$ cat config.mk
export PLATFORM = sky130hd
export DESIGN_NAME = itc_core
export DESIGN_NICKNAME = d
export VERILOG_FILES = /design/src/pkg/itc_pkg.sv /design/src/hdl/itc_phase_gen.sv /design/src/hdl/itc_alu.sv /design/src/hdl/itc_core.sv
export SDC_FILE = /design/constraint.sdc
export NUM_CORES = 1
export LEC_CHECK = 0
export ABC_AREA = 0
export BUFFER_PORTS_ARGS = -buffer_cell sky130_fd_sc_hd__buf_2
export CAP_MARGIN = 20
export CORE_MARGIN = 5
export CORE_UTILIZATION = 30
export DETAILED_ROUTE_END_ITERATION = 7
export PLACE_DENSITY = 0.44
export RECOVER_POWER = 100
export REMOVE_ABC_BUFFERS = 1
export SKIP_LAST_GASP = 1
export SYNTH_ARGS = -nofsm -noshare
export SYNTH_HDL_FRONTEND = slang
export SYNTH_HIERARCHICAL = 1
export SYNTH_SLANG_ARGS = --single-unit
$ cat constraint.sdc
create_clock -name clk -period 6.89 [get_ports clk]
set_input_delay 1.378 -clock clk [delete_from_list [all_inputs] [get_ports clk]]
set_output_delay 1.378 -clock clk [all_outputs]
set_load 0.03 [all_outputs]
$ cat src/pkg/itc_pkg.sv
// Constants, field layout and types of the instruction cycle timing core
// Assumes one system clock domain and no software-visible register bus
// Notes on behaviour
// - One instruction cycle spans four system clocks
// - Plain instructions finish in one cycle
// - Jump, call, returns, table read take two
// - Writing program counter low byte jumps, +1 cycle
// - Taken skip costs one extra cycle
// - Skip bypasses next instruction when test holds
// - Logical results set zero flag when zero
// - Add carries past 255, subtract flags borrow
// - Increment/decrement by one, to memory or accumulator
// - Rotate one bit; through-carry variants use carry
// - Bit set/clear touches only addressed bit
// - Return resumes after call; jump saves nothing
// - Moves: memory-to-acc, acc-to-memory, immediate-to-acc
// - Bit index selects positions zero to seven
package itc_pkg;
   localparam int PC_W        = 11;
   localparam int DATA_W      = 8;
   localparam int INSTR_W     = 16;
   localparam int PHASES      = 4;
   localparam int STACK_DEPTH = 4;

   // Instruction word fields
   localparam int OP_MSB  = 15;
   localparam int OP_LSB  = 11;
   localparam int DEST_POS = 10;
   localparam int SUB_MSB = 10;
   localparam int SUB_LSB = 8;
   localparam int BIT_MSB = 10;
   localparam int BIT_LSB = 8;
   localparam int IMM_MSB = 7;
   localparam int IMM_LSB = 0;

   // Data addresses decoded inside the core
   localparam logic [7:0] PC_LOW_ADDR  = 8'h06;
   localparam logic [7:0] TBL_PTR_ADDR = 8'h07;
   localparam logic [7:0] TBL_HI_ADDR  = 8'h08;

   // Reset values
   localparam logic [10:0] PC_RST   = 11'h000;
   localparam logic [7:0]  DATA_RST = 8'h00;
   localparam logic [15:0] NOP_WORD = 16'h0000;

   // System sub-codes of the zero opcode
   localparam logic [2:0] SYS_NOP        = 3'h0;
   localparam logic [2:0] SYS_RETURN     = 3'h1;
   localparam logic [2:0] SYS_INT_RETURN = 3'h2;
   localparam logic [2:0] SYS_TABLE_READ = 3'h3;
   localparam logic [2:0] SYS_RETURN_IMM = 3'h4;

   typedef enum logic [4:0] {
      OP_SYS = 5'h00, OP_MOVE_TO_ACC = 5'h01, OP_MOVE_TO_MEM = 5'h02,
      OP_MOVE_IMM = 5'h03, OP_ADD = 5'h04, OP_ADDC = 5'h05, OP_SUB = 5'h06,
      OP_SUBC = 5'h07, OP_AND = 5'h08, OP_OR = 5'h09, OP_XOR = 5'h0A,
      OP_COMPL = 5'h0B, OP_INC = 5'h0C, OP_DEC = 5'h0D, OP_ROT_R = 5'h0E,
      OP_ROT_L = 5'h0F, OP_ROT_RC = 5'h10, OP_ROT_LC = 5'h11,
      OP_ADD_IMM = 5'h12, OP_SUB_IMM = 5'h13, OP_AND_IMM = 5'h14,
      OP_OR_IMM = 5'h15, OP_XOR_IMM = 5'h16, OP_BIT_CLR = 5'h17,
      OP_BIT_SET = 5'h18, OP_SKIP_BIT_ZERO = 5'h19, OP_SKIP_BIT_SET = 5'h1A,
      OP_SKIP_ZERO = 5'h1B, OP_SKIP_INC_ZERO = 5'h1C,
      OP_SKIP_DEC_ZERO = 5'h1D, OP_JUMP = 5'h1E, OP_CALL = 5'h1F
   } itc_op_t;

   // One-hot phase of the instruction cycle
   typedef enum logic [3:0] {
      PH0 = 4'h1, PH1 = 4'h2, PH2 = 4'h4, PH3 = 4'h8
   } itc_phase_t;
endpackage : itc_pkg

$ cat src/hdl/itc_phase_gen.sv
// Four-phase divider of the system clock
// Assumes clk is the system clock and nrst the device reset
`timescale 1ns/1ps
module itc_phase_gen (
   input  wire logic          clk,
   input  wire logic          nrst,
   output itc_pkg::itc_phase_t phase
);
   ////////////////////////////////////////////////////////////////////////
   // Phase ring, one full turn per instruction cycle
   always_ff @(posedge clk or negedge nrst) begin
      if (!nrst) begin
         phase <= itc_pkg::PH0;
      end else begin
         case (phase)
            itc_pkg::PH0: phase <= itc_pkg::PH1;
            itc_pkg::PH1: phase <= itc_pkg::PH2;
            itc_pkg::PH2: phase <= itc_pkg::PH3;
            itc_pkg::PH3: phase <= itc_pkg::PH0;
            default:      phase <= itc_pkg::PH0;
         endcase
      end
   end
endmodule : itc_phase_gen

$ cat src/hdl/itc_alu.sv
// Combinational data path of the core: arithmetic, logic, rotate, bits
// Assumes operands are stable for a whole phase
`timescale 1ns/1ps
module itc_alu (
   input  itc_pkg::itc_op_t  op,
   input  wire logic [7:0]   acc,
   input  wire logic [7:0]   mem,
   input  wire logic [7:0]   imm,
   input  wire logic [2:0]   bitIdx,
   input  wire logic         carryIn,
   output logic [7:0]        result,
   output logic              carryOut
);
   logic [7:0] rhs;
   logic [8:0] wide;
   logic [7:0] mask;

   ////////////////////////////////////////////////////////////////////////
   // Operand select and one-hot bit mask
   always_comb begin
      rhs  = mem;
      mask = 8'h01 << bitIdx;
      if (op == itc_pkg::OP_ADD_IMM || op == itc_pkg::OP_SUB_IMM ||
          op == itc_pkg::OP_AND_IMM || op == itc_pkg::OP_OR_IMM ||
          op == itc_pkg::OP_XOR_IMM) begin
         rhs = imm;
      end
   end

   ////////////////////////////////////////////////////////////////////////
   // Result and carry per operation
   always_comb begin
      wide     = 9'h000;
      result   = mem;
      carryOut = carryIn;
      case (op)
         itc_pkg::OP_SYS:         result = imm;
         itc_pkg::OP_MOVE_TO_ACC: result = mem;
         itc_pkg::OP_MOVE_TO_MEM: result = acc;
         itc_pkg::OP_MOVE_IMM:    result = imm;
         itc_pkg::OP_ADD, itc_pkg::OP_ADD_IMM, itc_pkg::OP_ADDC: begin
            wide = {1'b0, acc} + {1'b0, rhs};
            if (op == itc_pkg::OP_ADDC) begin
               wide = wide + {8'h00, carryIn};
            end
            result   = wide[7:0];
            carryOut = wide[8];
         end
         itc_pkg::OP_SUB, itc_pkg::OP_SUB_IMM, itc_pkg::OP_SUBC: begin
            wide = {1'b0, acc} - {1'b0, rhs};
            if (op == itc_pkg::OP_SUBC) begin
               wide = wide - {8'h00, carryIn};
            end
            result   = wide[7:0];
            carryOut = wide[8];
         end
         itc_pkg::OP_AND, itc_pkg::OP_AND_IMM: result = acc & rhs;
         itc_pkg::OP_OR,  itc_pkg::OP_OR_IMM:  result = acc | rhs;
         itc_pkg::OP_XOR, itc_pkg::OP_XOR_IMM: result = acc ^ rhs;
         itc_pkg::OP_COMPL:       result = ~mem;
         itc_pkg::OP_INC, itc_pkg::OP_SKIP_INC_ZERO: result = mem + 8'h01;
         itc_pkg::OP_DEC, itc_pkg::OP_SKIP_DEC_ZERO: result = mem - 8'h01;
         itc_pkg::OP_ROT_R:       result = {mem[0], mem[7:1]};
         itc_pkg::OP_ROT_L:       result = {mem[6:0], mem[7]};
         itc_pkg::OP_ROT_RC: begin
            result   = {carryIn, mem[7:1]};
            carryOut = mem[0];
         end
         itc_pkg::OP_ROT_LC: begin
            result   = {mem[6:0], carryIn};
            carryOut = mem[7];
         end
         itc_pkg::OP_BIT_CLR:     result = mem & ~mask;
         itc_pkg::OP_BIT_SET:     result = mem | mask;
         default:                 result = mem;
      endcase
   end
endmodule : itc_alu

$ cat src/hdl/itc_core.sv
// Instruction cycle core: fetch, decode, execute, flow control
// Assumes program and data memories answer combinationally to their
// address within one system clock; both sit on this same clock
`timescale 1ns/1ps
module itc_core #(
   parameter int STACK_DEPTH = itc_pkg::STACK_DEPTH
) (
   input  wire logic                        clk,
   input  wire logic                        nrst,
   output logic [itc_pkg::PC_W-1:0]         pmAddr,
   input  wire logic [itc_pkg::INSTR_W-1:0] pmData,
   output logic [itc_pkg::DATA_W-1:0]       dmAddr,
   input  wire logic [itc_pkg::DATA_W-1:0]  dmRdData,
   output logic [itc_pkg::DATA_W-1:0]       dmWrData,
   output logic                             dmWe,
   output logic [itc_pkg::DATA_W-1:0]       acc,
   output logic                             zeroFlag,
   output logic                             carryFlag,
   output logic                             intEnable,
   output logic                             retire
);
   localparam int SP_W = (STACK_DEPTH > 1) ? $clog2(STACK_DEPTH) : 1;

   itc_pkg::itc_phase_t          phase;
   itc_pkg::itc_op_t             op;
   logic [itc_pkg::INSTR_W-1:0]  instr;
   logic                         valid;
   logic [itc_pkg::PC_W-1:0]     pc;
   logic [7:0]                   operand;
   logic [7:0]                   tblPtr;
   logic [7:0]                   tblHigh;
   logic [itc_pkg::INSTR_W-1:0]  tblWord;
   logic [itc_pkg::PC_W-1:0]     stack [STACK_DEPTH];
   logic [SP_W-1:0]              sp;
   logic [SP_W-1:0]              spTop;
   logic                         redirect;
   logic [itc_pkg::PC_W-1:0]     target;

   // Decoded fields
   logic [2:0]                   sub;
   logic                         dest;
   logic [2:0]                   bitIdx;
   logic [7:0]                   imm;
   logic [itc_pkg::PC_W-1:0]     jumpAddr;

   // Decode results
   logic                         toAcc;
   logic                         toMem;
   logic                         setZ;
   logic                         setC;
   logic                         skip;
   logic                         jump;
   logic                         push;
   logic                         pop;
   logic                         tableRd;
   logic                         gieSet;
   logic [7:0]                   readVal;
   logic [7:0]                   aluRes;
   logic                         aluCarry;
   logic [7:0]                   wrVal;
   logic                         pcLowWr;
   logic                         next_redirect;
   logic [itc_pkg::PC_W-1:0]     next_target;

   ////////////////////////////////////////////////////////////////////////
   // Phase generator and data path
   itc_phase_gen u_phase (
      .clk   (clk),
      .nrst  (nrst),
      .phase (phase)
   );

   itc_alu u_alu (
      .op       (op),
      .acc      (acc),
      .mem      (operand),
      .imm      (imm),
      .bitIdx   (bitIdx),
      .carryIn  (carryFlag),
      .result   (aluRes),
      .carryOut (aluCarry)
   );

   // Instruction fields
   assign op       = itc_pkg::itc_op_t'(instr[itc_pkg::OP_MSB:itc_pkg::OP_LSB]);
   assign sub      = instr[itc_pkg::SUB_MSB:itc_pkg::SUB_LSB];
   assign dest     = instr[itc_pkg::DEST_POS];
   assign bitIdx   = instr[itc_pkg::BIT_MSB:itc_pkg::BIT_LSB];
   assign imm      = instr[itc_pkg::IMM_MSB:itc_pkg::IMM_LSB];
   assign jumpAddr = instr[itc_pkg::PC_W-1:0];
   assign spTop    = sp - SP_W'(1);

   ////////////////////////////////////////////////////////////////////////
   // Read path: core-held bytes override data memory
   always_comb begin
      case (dmAddr)
         itc_pkg::PC_LOW_ADDR:  readVal = pc[7:0];
         itc_pkg::TBL_PTR_ADDR: readVal = tblPtr;
         itc_pkg::TBL_HI_ADDR:  readVal = tblHigh;
         default:               readVal = dmRdData;
      endcase
   end

   ////////////////////////////////////////////////////////////////////////
   // Decode: destination, flags and flow change
   always_comb begin
      toAcc   = 1'b0;
      toMem   = 1'b0;
      setZ    = 1'b0;
      setC    = 1'b0;
      skip    = 1'b0;
      jump    = 1'b0;
      push    = 1'b0;
      pop     = 1'b0;
      tableRd = 1'b0;
      gieSet  = 1'b0;
      case (op)
         itc_pkg::OP_SYS: begin
            case (sub)
               itc_pkg::SYS_RETURN:     pop = 1'b1;
               itc_pkg::SYS_INT_RETURN: begin
                  pop    = 1'b1;
                  gieSet = 1'b1;
               end
               itc_pkg::SYS_TABLE_READ: begin
                  tableRd = 1'b1;
                  toMem   = 1'b1;
               end
               itc_pkg::SYS_RETURN_IMM: begin
                  pop   = 1'b1;
                  toAcc = 1'b1;
               end
               default: pop = 1'b0;
            endcase
         end
         itc_pkg::OP_MOVE_TO_ACC, itc_pkg::OP_MOVE_IMM: toAcc = 1'b1;
         itc_pkg::OP_MOVE_TO_MEM: toMem = 1'b1;
         itc_pkg::OP_ADD, itc_pkg::OP_ADDC, itc_pkg::OP_SUB, itc_pkg::OP_SUBC: begin
            toMem = dest;
            toAcc = !dest;
            setZ  = 1'b1;
            setC  = 1'b1;
         end
         itc_pkg::OP_AND, itc_pkg::OP_OR, itc_pkg::OP_XOR, itc_pkg::OP_COMPL,
         itc_pkg::OP_INC, itc_pkg::OP_DEC: begin
            toMem = dest;
            toAcc = !dest;
            setZ  = 1'b1;
         end
         itc_pkg::OP_ROT_R, itc_pkg::OP_ROT_L: begin
            toMem = dest;
            toAcc = !dest;
         end
         itc_pkg::OP_ROT_RC, itc_pkg::OP_ROT_LC: begin
            toMem = dest;
            toAcc = !dest;
            setC  = 1'b1;
         end
         itc_pkg::OP_ADD_IMM, itc_pkg::OP_SUB_IMM: begin
            toAcc = 1'b1;
            setZ  = 1'b1;
            setC  = 1'b1;
         end
         itc_pkg::OP_AND_IMM, itc_pkg::OP_OR_IMM, itc_pkg::OP_XOR_IMM: begin
            toAcc = 1'b1;
            setZ  = 1'b1;
         end
         itc_pkg::OP_BIT_CLR, itc_pkg::OP_BIT_SET: toMem = 1'b1;
         itc_pkg::OP_SKIP_BIT_ZERO: skip = !operand[bitIdx];
         itc_pkg::OP_SKIP_BIT_SET:  skip = operand[bitIdx];
         itc_pkg::OP_SKIP_ZERO: begin
            toAcc = !dest;
            skip  = (operand == 8'h00);
         end
         itc_pkg::OP_SKIP_INC_ZERO, itc_pkg::OP_SKIP_DEC_ZERO: begin
            toMem = dest;
            toAcc = !dest;
            skip  = (aluRes == 8'h00);
         end
         itc_pkg::OP_JUMP: jump = 1'b1;
         itc_pkg::OP_CALL: begin
            jump = 1'b1;
            push = 1'b1;
         end
         default: jump = 1'b0;
      endcase
   end

   ////////////////////////////////////////////////////////////////////////
   // Flow change: which word follows, and whether the fetch is dropped
   assign wrVal   = tableRd ? tblWord[7:0] : aluRes;
   assign pcLowWr = toMem && (dmAddr == itc_pkg::PC_LOW_ADDR);

   always_comb begin
      next_redirect = valid && (jump || pop || skip || tableRd || pcLowWr);
      next_target   = pc;                       // table read refetches
      if (jump) begin
         next_target = jumpAddr;
      end else if (pop) begin
         next_target = stack[spTop];
      end else if (pcLowWr) begin
         next_target = {pc[itc_pkg::PC_W-1:8], wrVal};
      end else if (skip) begin
         next_target = pc + itc_pkg::PC_W'(1);
      end
   end

   ////////////////////////////////////////////////////////////////////////
   // Fetch: end of the fourth phase loads the next word or a bubble
   always_ff @(posedge clk or negedge nrst) begin
      if (!nrst) begin
         instr <= itc_pkg::NOP_WORD;
         valid <= 1'b0;
         pc    <= itc_pkg::PC_RST;
      end else if (phase == itc_pkg::PH3) begin
         if (redirect) begin
            instr <= itc_pkg::NOP_WORD;
            valid <= 1'b0;
            pc    <= target;
         end else begin
            instr <= pmData;
            valid <= 1'b1;
            pc    <= pc + itc_pkg::PC_W'(1);
         end
      end
   end

   // Program address: pc, borrowed by a table read in phase one
   always_ff @(posedge clk or negedge nrst) begin
      if (!nrst) begin
         pmAddr  <= itc_pkg::PC_RST;
         tblWord <= itc_pkg::NOP_WORD;
      end else begin
         case (phase)
            itc_pkg::PH0: begin
               if (valid && tableRd) begin
                  pmAddr <= {pc[itc_pkg::PC_W-1:8], tblPtr};
               end
            end
            itc_pkg::PH1: begin
               if (valid && tableRd) begin
                  tblWord <= pmData;
               end
               pmAddr <= pc;
            end
            itc_pkg::PH3: pmAddr <= redirect ? target : pc + itc_pkg::PC_W'(1);
            default:      pmAddr <= pmAddr;
         endcase
      end
   end

   ////////////////////////////////////////////////////////////////////////
   // Operand access: address in phase one, capture at its end
   always_ff @(posedge clk or negedge nrst) begin
      if (!nrst) begin
         dmAddr  <= itc_pkg::DATA_RST;
         operand <= itc_pkg::DATA_RST;
      end else if (phase == itc_pkg::PH0) begin
         dmAddr <= imm;
      end else if (phase == itc_pkg::PH1) begin
         operand <= readVal;
      end
   end

   ////////////////////////////////////////////////////////////////////////
   // Write back at the end of phase two; write strobe lives in phase three
   always_ff @(posedge clk or negedge nrst) begin
      if (!nrst) begin
         dmWe     <= 1'b0;
         dmWrData <= itc_pkg::DATA_RST;
         retire   <= 1'b0;
      end else begin
         dmWe   <= (phase == itc_pkg::PH2) && valid && toMem && !pcLowWr &&
                   (dmAddr != itc_pkg::TBL_PTR_ADDR) &&
                   (dmAddr != itc_pkg::TBL_HI_ADDR);
         retire <= (phase == itc_pkg::PH2) && valid;
         if (phase == itc_pkg::PH2) begin
            dmWrData <= wrVal;
         end
      end
   end

   // Accumulator, flags and table registers
   always_ff @(posedge clk or negedge nrst) begin
      if (!nrst) begin
         acc       <= itc_pkg::DATA_RST;
         zeroFlag  <= 1'b0;
         carryFlag <= 1'b0;
         intEnable <= 1'b0;
         tblPtr    <= itc_pkg::DATA_RST;
         tblHigh   <= itc_pkg::DATA_RST;
      end else if (phase == itc_pkg::PH2 && valid) begin
         if (toAcc) begin
            acc <= wrVal;
         end
         if (setZ) begin
            zeroFlag <= (aluRes == 8'h00);
         end
         if (setC) begin
            carryFlag <= aluCarry;
         end
         if (gieSet) begin
            intEnable <= 1'b1;
         end
         if (toMem && dmAddr == itc_pkg::TBL_PTR_ADDR) begin
            tblPtr <= wrVal;
         end
         if (toMem && dmAddr == itc_pkg::TBL_HI_ADDR) begin
            tblHigh <= wrVal;
         end
         if (tableRd) begin
            tblHigh <= tblWord[15:8];
         end
      end
   end

   ////////////////////////////////////////////////////////////////////////
   // Return stack: circular, oldest entry lost on overflow
   always_ff @(posedge clk or negedge nrst) begin
      if (!nrst) begin
         sp       <= '0;
         redirect <= 1'b0;
         target   <= itc_pkg::PC_RST;
      end else if (phase == itc_pkg::PH2) begin
         redirect <= next_redirect;
         target   <= next_target;
         if (valid && push) begin
            sp <= sp + SP_W'(1);
         end else if (valid && pop) begin
            sp <= spTop;
         end
      end
   end

   // Return address is the word after the call
   always_ff @(posedge clk) begin
      if (phase == itc_pkg::PH2 && valid && push) begin
         stack[sp] <= pc;
      end
   end
endmodule : itc_core

# == Yosys cells after proc, flatten, opt, wreduce, memory -nomap -nowiden ==
# Memory sizes are Yosys's and may differ from the RTL's.
# Index checks and enable logic that the tools add are counted.
# op_classes
n_addsub,9
n_lt_le_gt_ge,1
n_eq_ne,45
n_shift,1
n_mux,39
bitwise,8
n_reduce_logical,58
# ops
operator,n
8-bit case mux with 16 select lines,1
"5-bit == test, second input constant",16
11-bit two-way mux,6
"5-bit by 4-bit == test with 1-bit output, second input constant",8
11-bit case mux with 3 select lines,1
8-bit two-way mux,4
8-bit case mux with 3 select lines,1
"5-bit by 3-bit == test with 1-bit output, second input constant",4
9-bit two-way mux,2
2-bit AND reduction,9
17-bit OR reduction,1
8-bit AND,2
"8-bit by 3-bit == test with 1-bit output, second input constant",2
8-bit zero test,2
16-bit two-way mux,1
8-bit NOT,2
8-bit bitwise OR,2
16-bit OR reduction,1
2-bit OR reduction,8
1-bit two-way mux,15
15-bit OR reduction,1
1-bit logical AND,13
4-bit case mux with 3 select lines,1
3-bit OR reduction,4
other kinds (39),54
# totals
reg_bits,126
ramBits,44
inputBits,26
memories,1
# mem_list
name,words,width,rd,rd_ports_with_merged_regs,write_ports,line_no,text
stack,4,11,1,0,1,itc_core.sv:33,logic [itc_pkg::PC_W-1:0] stack [STACK_DEPTH];

# == Depth between registers and ports, before layout ==
# logic_depth
depth_word,16
depth_mapped,25
ltp_nobuf,21

# == Hierarchy ==
# Netlist, hierarchy kept.
# by_module_without_submodules
mod,instances,cells_each,area_per_inst_um2
itc_core,1,738,8147.8
itc_alu,1,456,3085.5
itc_phase_gen,1,11,152.6

# == Least setup slack after synthesis ==
# Ideal clock, no wire load.
# synth_timing
kind,reg-to-reg
from,register instr[15] in the netlist's numbering
to,register target[9] in the netlist's numbering
setup_time_ns,0.130
arrival_time_ns,5.030
slack_ns,1.730
stages_incl_launch_ff,25
path_buffers,4
cell_sequence,dfrtp_1 buf_2 buf_2 nand2b_1 nor3_2 nand2_1 o21ai_0 ha_1 inv_1 fa_1 nand2b_1 a211o_1 a221o_1 o31a_2 o21ai_0 a31oi_1 nor4_1 nand2_1 o31a_1 and2_1 buf_6 buf_6 nor3_2 xnor2_1 o22ai_2
# synth_between
elab_chain_cells,16
word_cells_on_any_way,68
# synth_rtl
element,line_no,text
start: declaration,itc_core.sv:26,logic [itc_pkg::INSTR_W-1:0] instr;
start signal: assignment,itc_core.sv:212,instr <= itc_pkg::NOP_WORD;
start signal: assignment,itc_core.sv:217,instr <= itc_pkg::NOP_WORD;
start signal: assignment,itc_core.sv:221,instr <= pmData;
5-bit == test,"itc_alu.sv:23, itc_alu.sv:36",
1-bit logical OR (2 in a row),itc_alu.sv:23,if (op == itc_pkg::OP_ADD_IMM || op == itc_pkg::OP_SUB_IMM ||
1-bit logical OR (2 in a row),itc_alu.sv:24,op == itc_pkg::OP_AND_IMM || op == itc_pkg::OP_OR_IMM ||
8-bit two-way mux,itc_alu.sv:23,
8-bit by 8-bit subtractor with 9-bit output / 8-bit by 8-bit adder with 9-bit output (equally long branches),"itc_alu.sv:50, itc_alu.sv:42",
9-bit by 1-bit subtractor with 9-bit output / 9-bit by 1-bit adder with 9-bit output (equally long branches),"itc_alu.sv:52, itc_alu.sv:44",
"9-bit two-way mux, on equally long branches","itc_alu.sv:51, itc_alu.sv:43",
8-bit case mux with 16 select lines (*),itc_alu.sv:36,case (op)
net aluRes[7],itc_core.sv:58,logic [7:0] aluRes;
8-bit zero test (*),itc_core.sv:178,skip = (aluRes == 8'h00);
1-bit case mux with 4 select lines (*),itc_core.sv:117,case (op)
11-bit two-way mux (*),itc_core.sv:203,end else if (skip) begin
11-bit two-way mux (*),itc_core.sv:201,end else if (pcLowWr) begin
11-bit two-way mux (*),itc_core.sv:199,end else if (pop) begin
11-bit two-way mux (*),itc_core.sv:197,if (jump) begin
end signal: assignment,itc_core.sv:323,target <= itc_pkg::PC_RST;
end signal: assignment,itc_core.sv:326,target <= next_target;
end: declaration,itc_core.sv:37,logic [itc_pkg::PC_W-1:0] target;
# Mark *: on every way through the listed nets, which the timed path passes. The rest lies on a longest branch.
# A chain may end at the register's enable or synchronous reset.

# == Worst setup path in the final report ==
# layout_timing
from,register instr[12] in the netlist's numbering
to,register target[8] in the netlist's numbering
# Same word-level chain as after synthesis.

==> key figures <==
Routing
  • Starting DRT DRC Count: 755
  • Antenna-violating nets left: 0
  • Mean number of vias per cell: 5.46
  • Remaining routing DRC violations: 0
  • TritonRoute pass-1 iters: 5
  • Vias: 9,617
  • DR WL/cell: 22.8 um
  • Drt total wl: 40,100 um

Timing
  • RSZ-0062 raised after global routing: no
  • Slew Viols, Final: 175
  • Period utilization: 87.4%
  • Fmax: 166 MHz
  • Hold WS: 0.469 ns
  • Layout Skew: 0.0161 ns
  • Worst-margin pin slew: 3.67 ns
  • Rel. slew slack: -145%
  • Final hold vios: 0
  • Final Setup Violations: 0
  • Setup TNS: 0 ns
  • Final min period: 6.02 ns

Die
  • Die Area: 41,900 sq um
  • Rows: 71
  • IO Count: 66
  • Starting Density: 30.3%
  • Core area: 37,600 sq um
  • Die Ht: 205 um
  • Chip width: 205 um

Synth
  • Yosys cell types: 93
  • Mapped Area: 11,400 sq um
  • Top cells by area, synth: dfrtp_1 27%, edfxtp_1 12%, mux2_2 4.8%
  • Largest area contributor in the netlist: dfrtp_1
  • YS warnings: 6
  • Yosys reg bits: 170
  • Mapped Avg Cell Area: 9.45 sq um
  • Gate Count Post-Synth: 1,205
  • Register area share after synthesis: 39.3%
  • Top-area cell type share of the netlist area: 27.5%
  • Number of synthesized flops with an enable pin: 44
  • Main synth FF type: dfrtp_1
  • FFs w/ async S/R, synth: 74.1%

Clock network
  • Clock Root Buffer: clkbuf_16
  • Clk Latency, worst-skew pair: 0.44 ns
  • Clk slew on worst S/H paths: 0.07 ns
  • H-tree levels: 4
  • PostCTS Resize Cnt: 0
  • CTS tree: built
  • Hold-fix buffers, CTS: 0
  • Setup Buffers After CTS: 0
  • Clk buf depth: 2
  • Clock buffer count from CTS: 17
  • Clk sinks: 170

Setup path
  • Critical path peak fanout: 16
  • CP endpoint kind: register
  • CP startpoint kind: register
  • Critical Setup Path Class: reg2reg
  • Crit path arrival time: 6.33 ns
  • Crit path required time: 7.20 ns

Power
  • Clock Power Share: 23.8%
  • Psw: 1.83 mW
  • Total power: 4.24 mW
  • Comb power frac: 41.4%
  • Internal Power: 2.41 mW
  • Leak: 4.98 nW
  • Part of the power in registers: 34.7%
  • Sw Ratio: 43.2%
  • Cell Pwr Density: 335 nW/um^2
  • Worst IR Drop VDD: 0.000160 V

Final layout
  • Share of cells above drive strength 1: 13.7%
  • Layout area overhead: 11.1%
  • Antenna diodes: 0
  • Most frequent cells in the layout: 142 x nand2_1, 124 x dfrtp_1, 92 x nor2_1, 88 x o21ai_0, 65 x a21oi_1
  • Layout Cells excl Fill: 1,761
  • Commonest non-fill, non-tap cell in the layout: nand2_1
  • Fin nets: 1,305
  • Post-layout util: 33.7%

Status
  • Failing checks: capacitance limit, slew limit
  • Status: finished with violations

Place
  • GP Congestion: 0.885
  • Placed Cells incl. Taps: 1,729
  • # port buffers: 65
  • Detailed placement HPWL: 29,300 um

Global route
  • Vias in the first global route: 9,367
  • Largest net degree at the start of global routing: 67
  • Total gr overflow: 0
  • Tot GR Track Use: 18.9%
  • Initial antenna violation count: 0
  • First-pass GRT wire length: 60,400 um

Run
  • Number of max-cap violations: 3

Hold path
  • Hold WC Path Type: reg2reg
==> final timing paths <==
kind	cells past startpoint	from	slack, ns	endpoint
max	21	instr[12]	0.87	target[8]
min	1	intEnable	0.47	intEnable
max reg2reg	21	instr[12]	0.87	target[8]
min reg2reg	1	intEnable	0.47	intEnable
max in group asynchronous	2	nrst	1.55	tblWord[10]
min in group asynchronous	1	nrst	2.21	dmWrData[6]
==> state kept, by name (all words and copies together), names as in the netlist <==
register       flops
stack             44
instr             16
tblWord           16
pc                11
pmAddr            11
target            11
acc                8
dmAddr             8
dmWrData           8
operand            8
tblHigh            8
tblPtr             8
u_phase/phase      4
sp                 2
carryFlag          1
dmWe               1
intEnable          1
redirect           1
retire             1
valid              1
zeroFlag           1
==> cell families after synthesis <==
group	after synthesis	share of synthesized area [%]
AND/OR/NAND/NOR	417	19.1
flip-flops	170	39.3
adder cells (fa/ha/maj)	42	4.81
XOR/XNOR	34	2.62
buffers and inverters	130	5.11
multiplexers	103	11.0
AO/OA/AOI/OAI	309	18.0
==> final cells by class <==
type,instances,area (sq um)
inverters,50,188
fillers,3933,24900
clock inverters,14,179
multi-input cells,905,6290
well taps,511,639
clock buffers,18,429
repair buffers,93,444
flip-flops and latches,170,4480
==> through the flow <==
step           setup WS, ns  cell area, sq um
3_3_place_gp           1.19             12200
2_1_floorplan          1.08             11000
3_5_place_dp           1.09             12200
6_report              0.870             12600
4_1_cts                1.08             12800
5_1_grt               0.418             12600
==> power by group through the flow <==
stage          clock network (mW)  registers, mW  logic, mW
6_report                     1.01           1.47       1.76
5_1_grt                      1.07           1.50       1.93
4_1_cts                      1.04           1.47       1.81
3_5_place_dp                    0           1.49       1.80
3_3_place_gp                    0           1.49       1.79
2_1_floorplan                   0           1.56       1.10
==> synthesized netlist by cell type (all sizes together), types with 10 or more instances <==
master / n
nand2: 142
dfrtp: 125
nor2: 94
o21ai: 90
a21oi: 67
inv: 50
mux2: 49
clkbuf: 46
edfxtp: 44
mux2i: 41
ha: 39
buf: 34
nor3: 27
a221oi: 25
xnor2: 24
and3: 19
nand3: 19
nand2b: 17
a31oi: 15
o22ai: 15
a211oi: 14
mux4: 13
nor4b: 12
nor3b: 10
nor4: 10
or3: 10
xor2: 10
==> routing by layer <==
layer	track usage [%]	up-vias	part of all wire [%]	wire length (um)
met3	3.39	44	4.8	1940
met5	0	-	0	0
met4	4.98	0	2.1	848
met2	31.0	277	47	18800
li1	-	4492	-	-
met1	25.8	4804	46	18500
==> worst max-delay path: stages (launching register included) <==
cell	delay, ns
dfrtp_1	0.54
and3_1	0.28
nor3_2	0.19
clkbuf_1	0.45
nand2_1	0.10
o21ai_0	0.16
ha_1	0.25
inv_1	0.06
fa_1	0.39
nand2b_1	0.19
a211o_1	0.31
a221o_1	0.39
o31a_2	0.36
o21ai_0	0.15
a31oi_1	0.25
nor4_1	0.31
nand2_1	0.11
o31a_1	0.30
and2_1	0.42
nor4_1	0.41
xnor2_1	0.16
o22ai_1	0.10
Note: power is estimated with default switching activity, not from simulation.
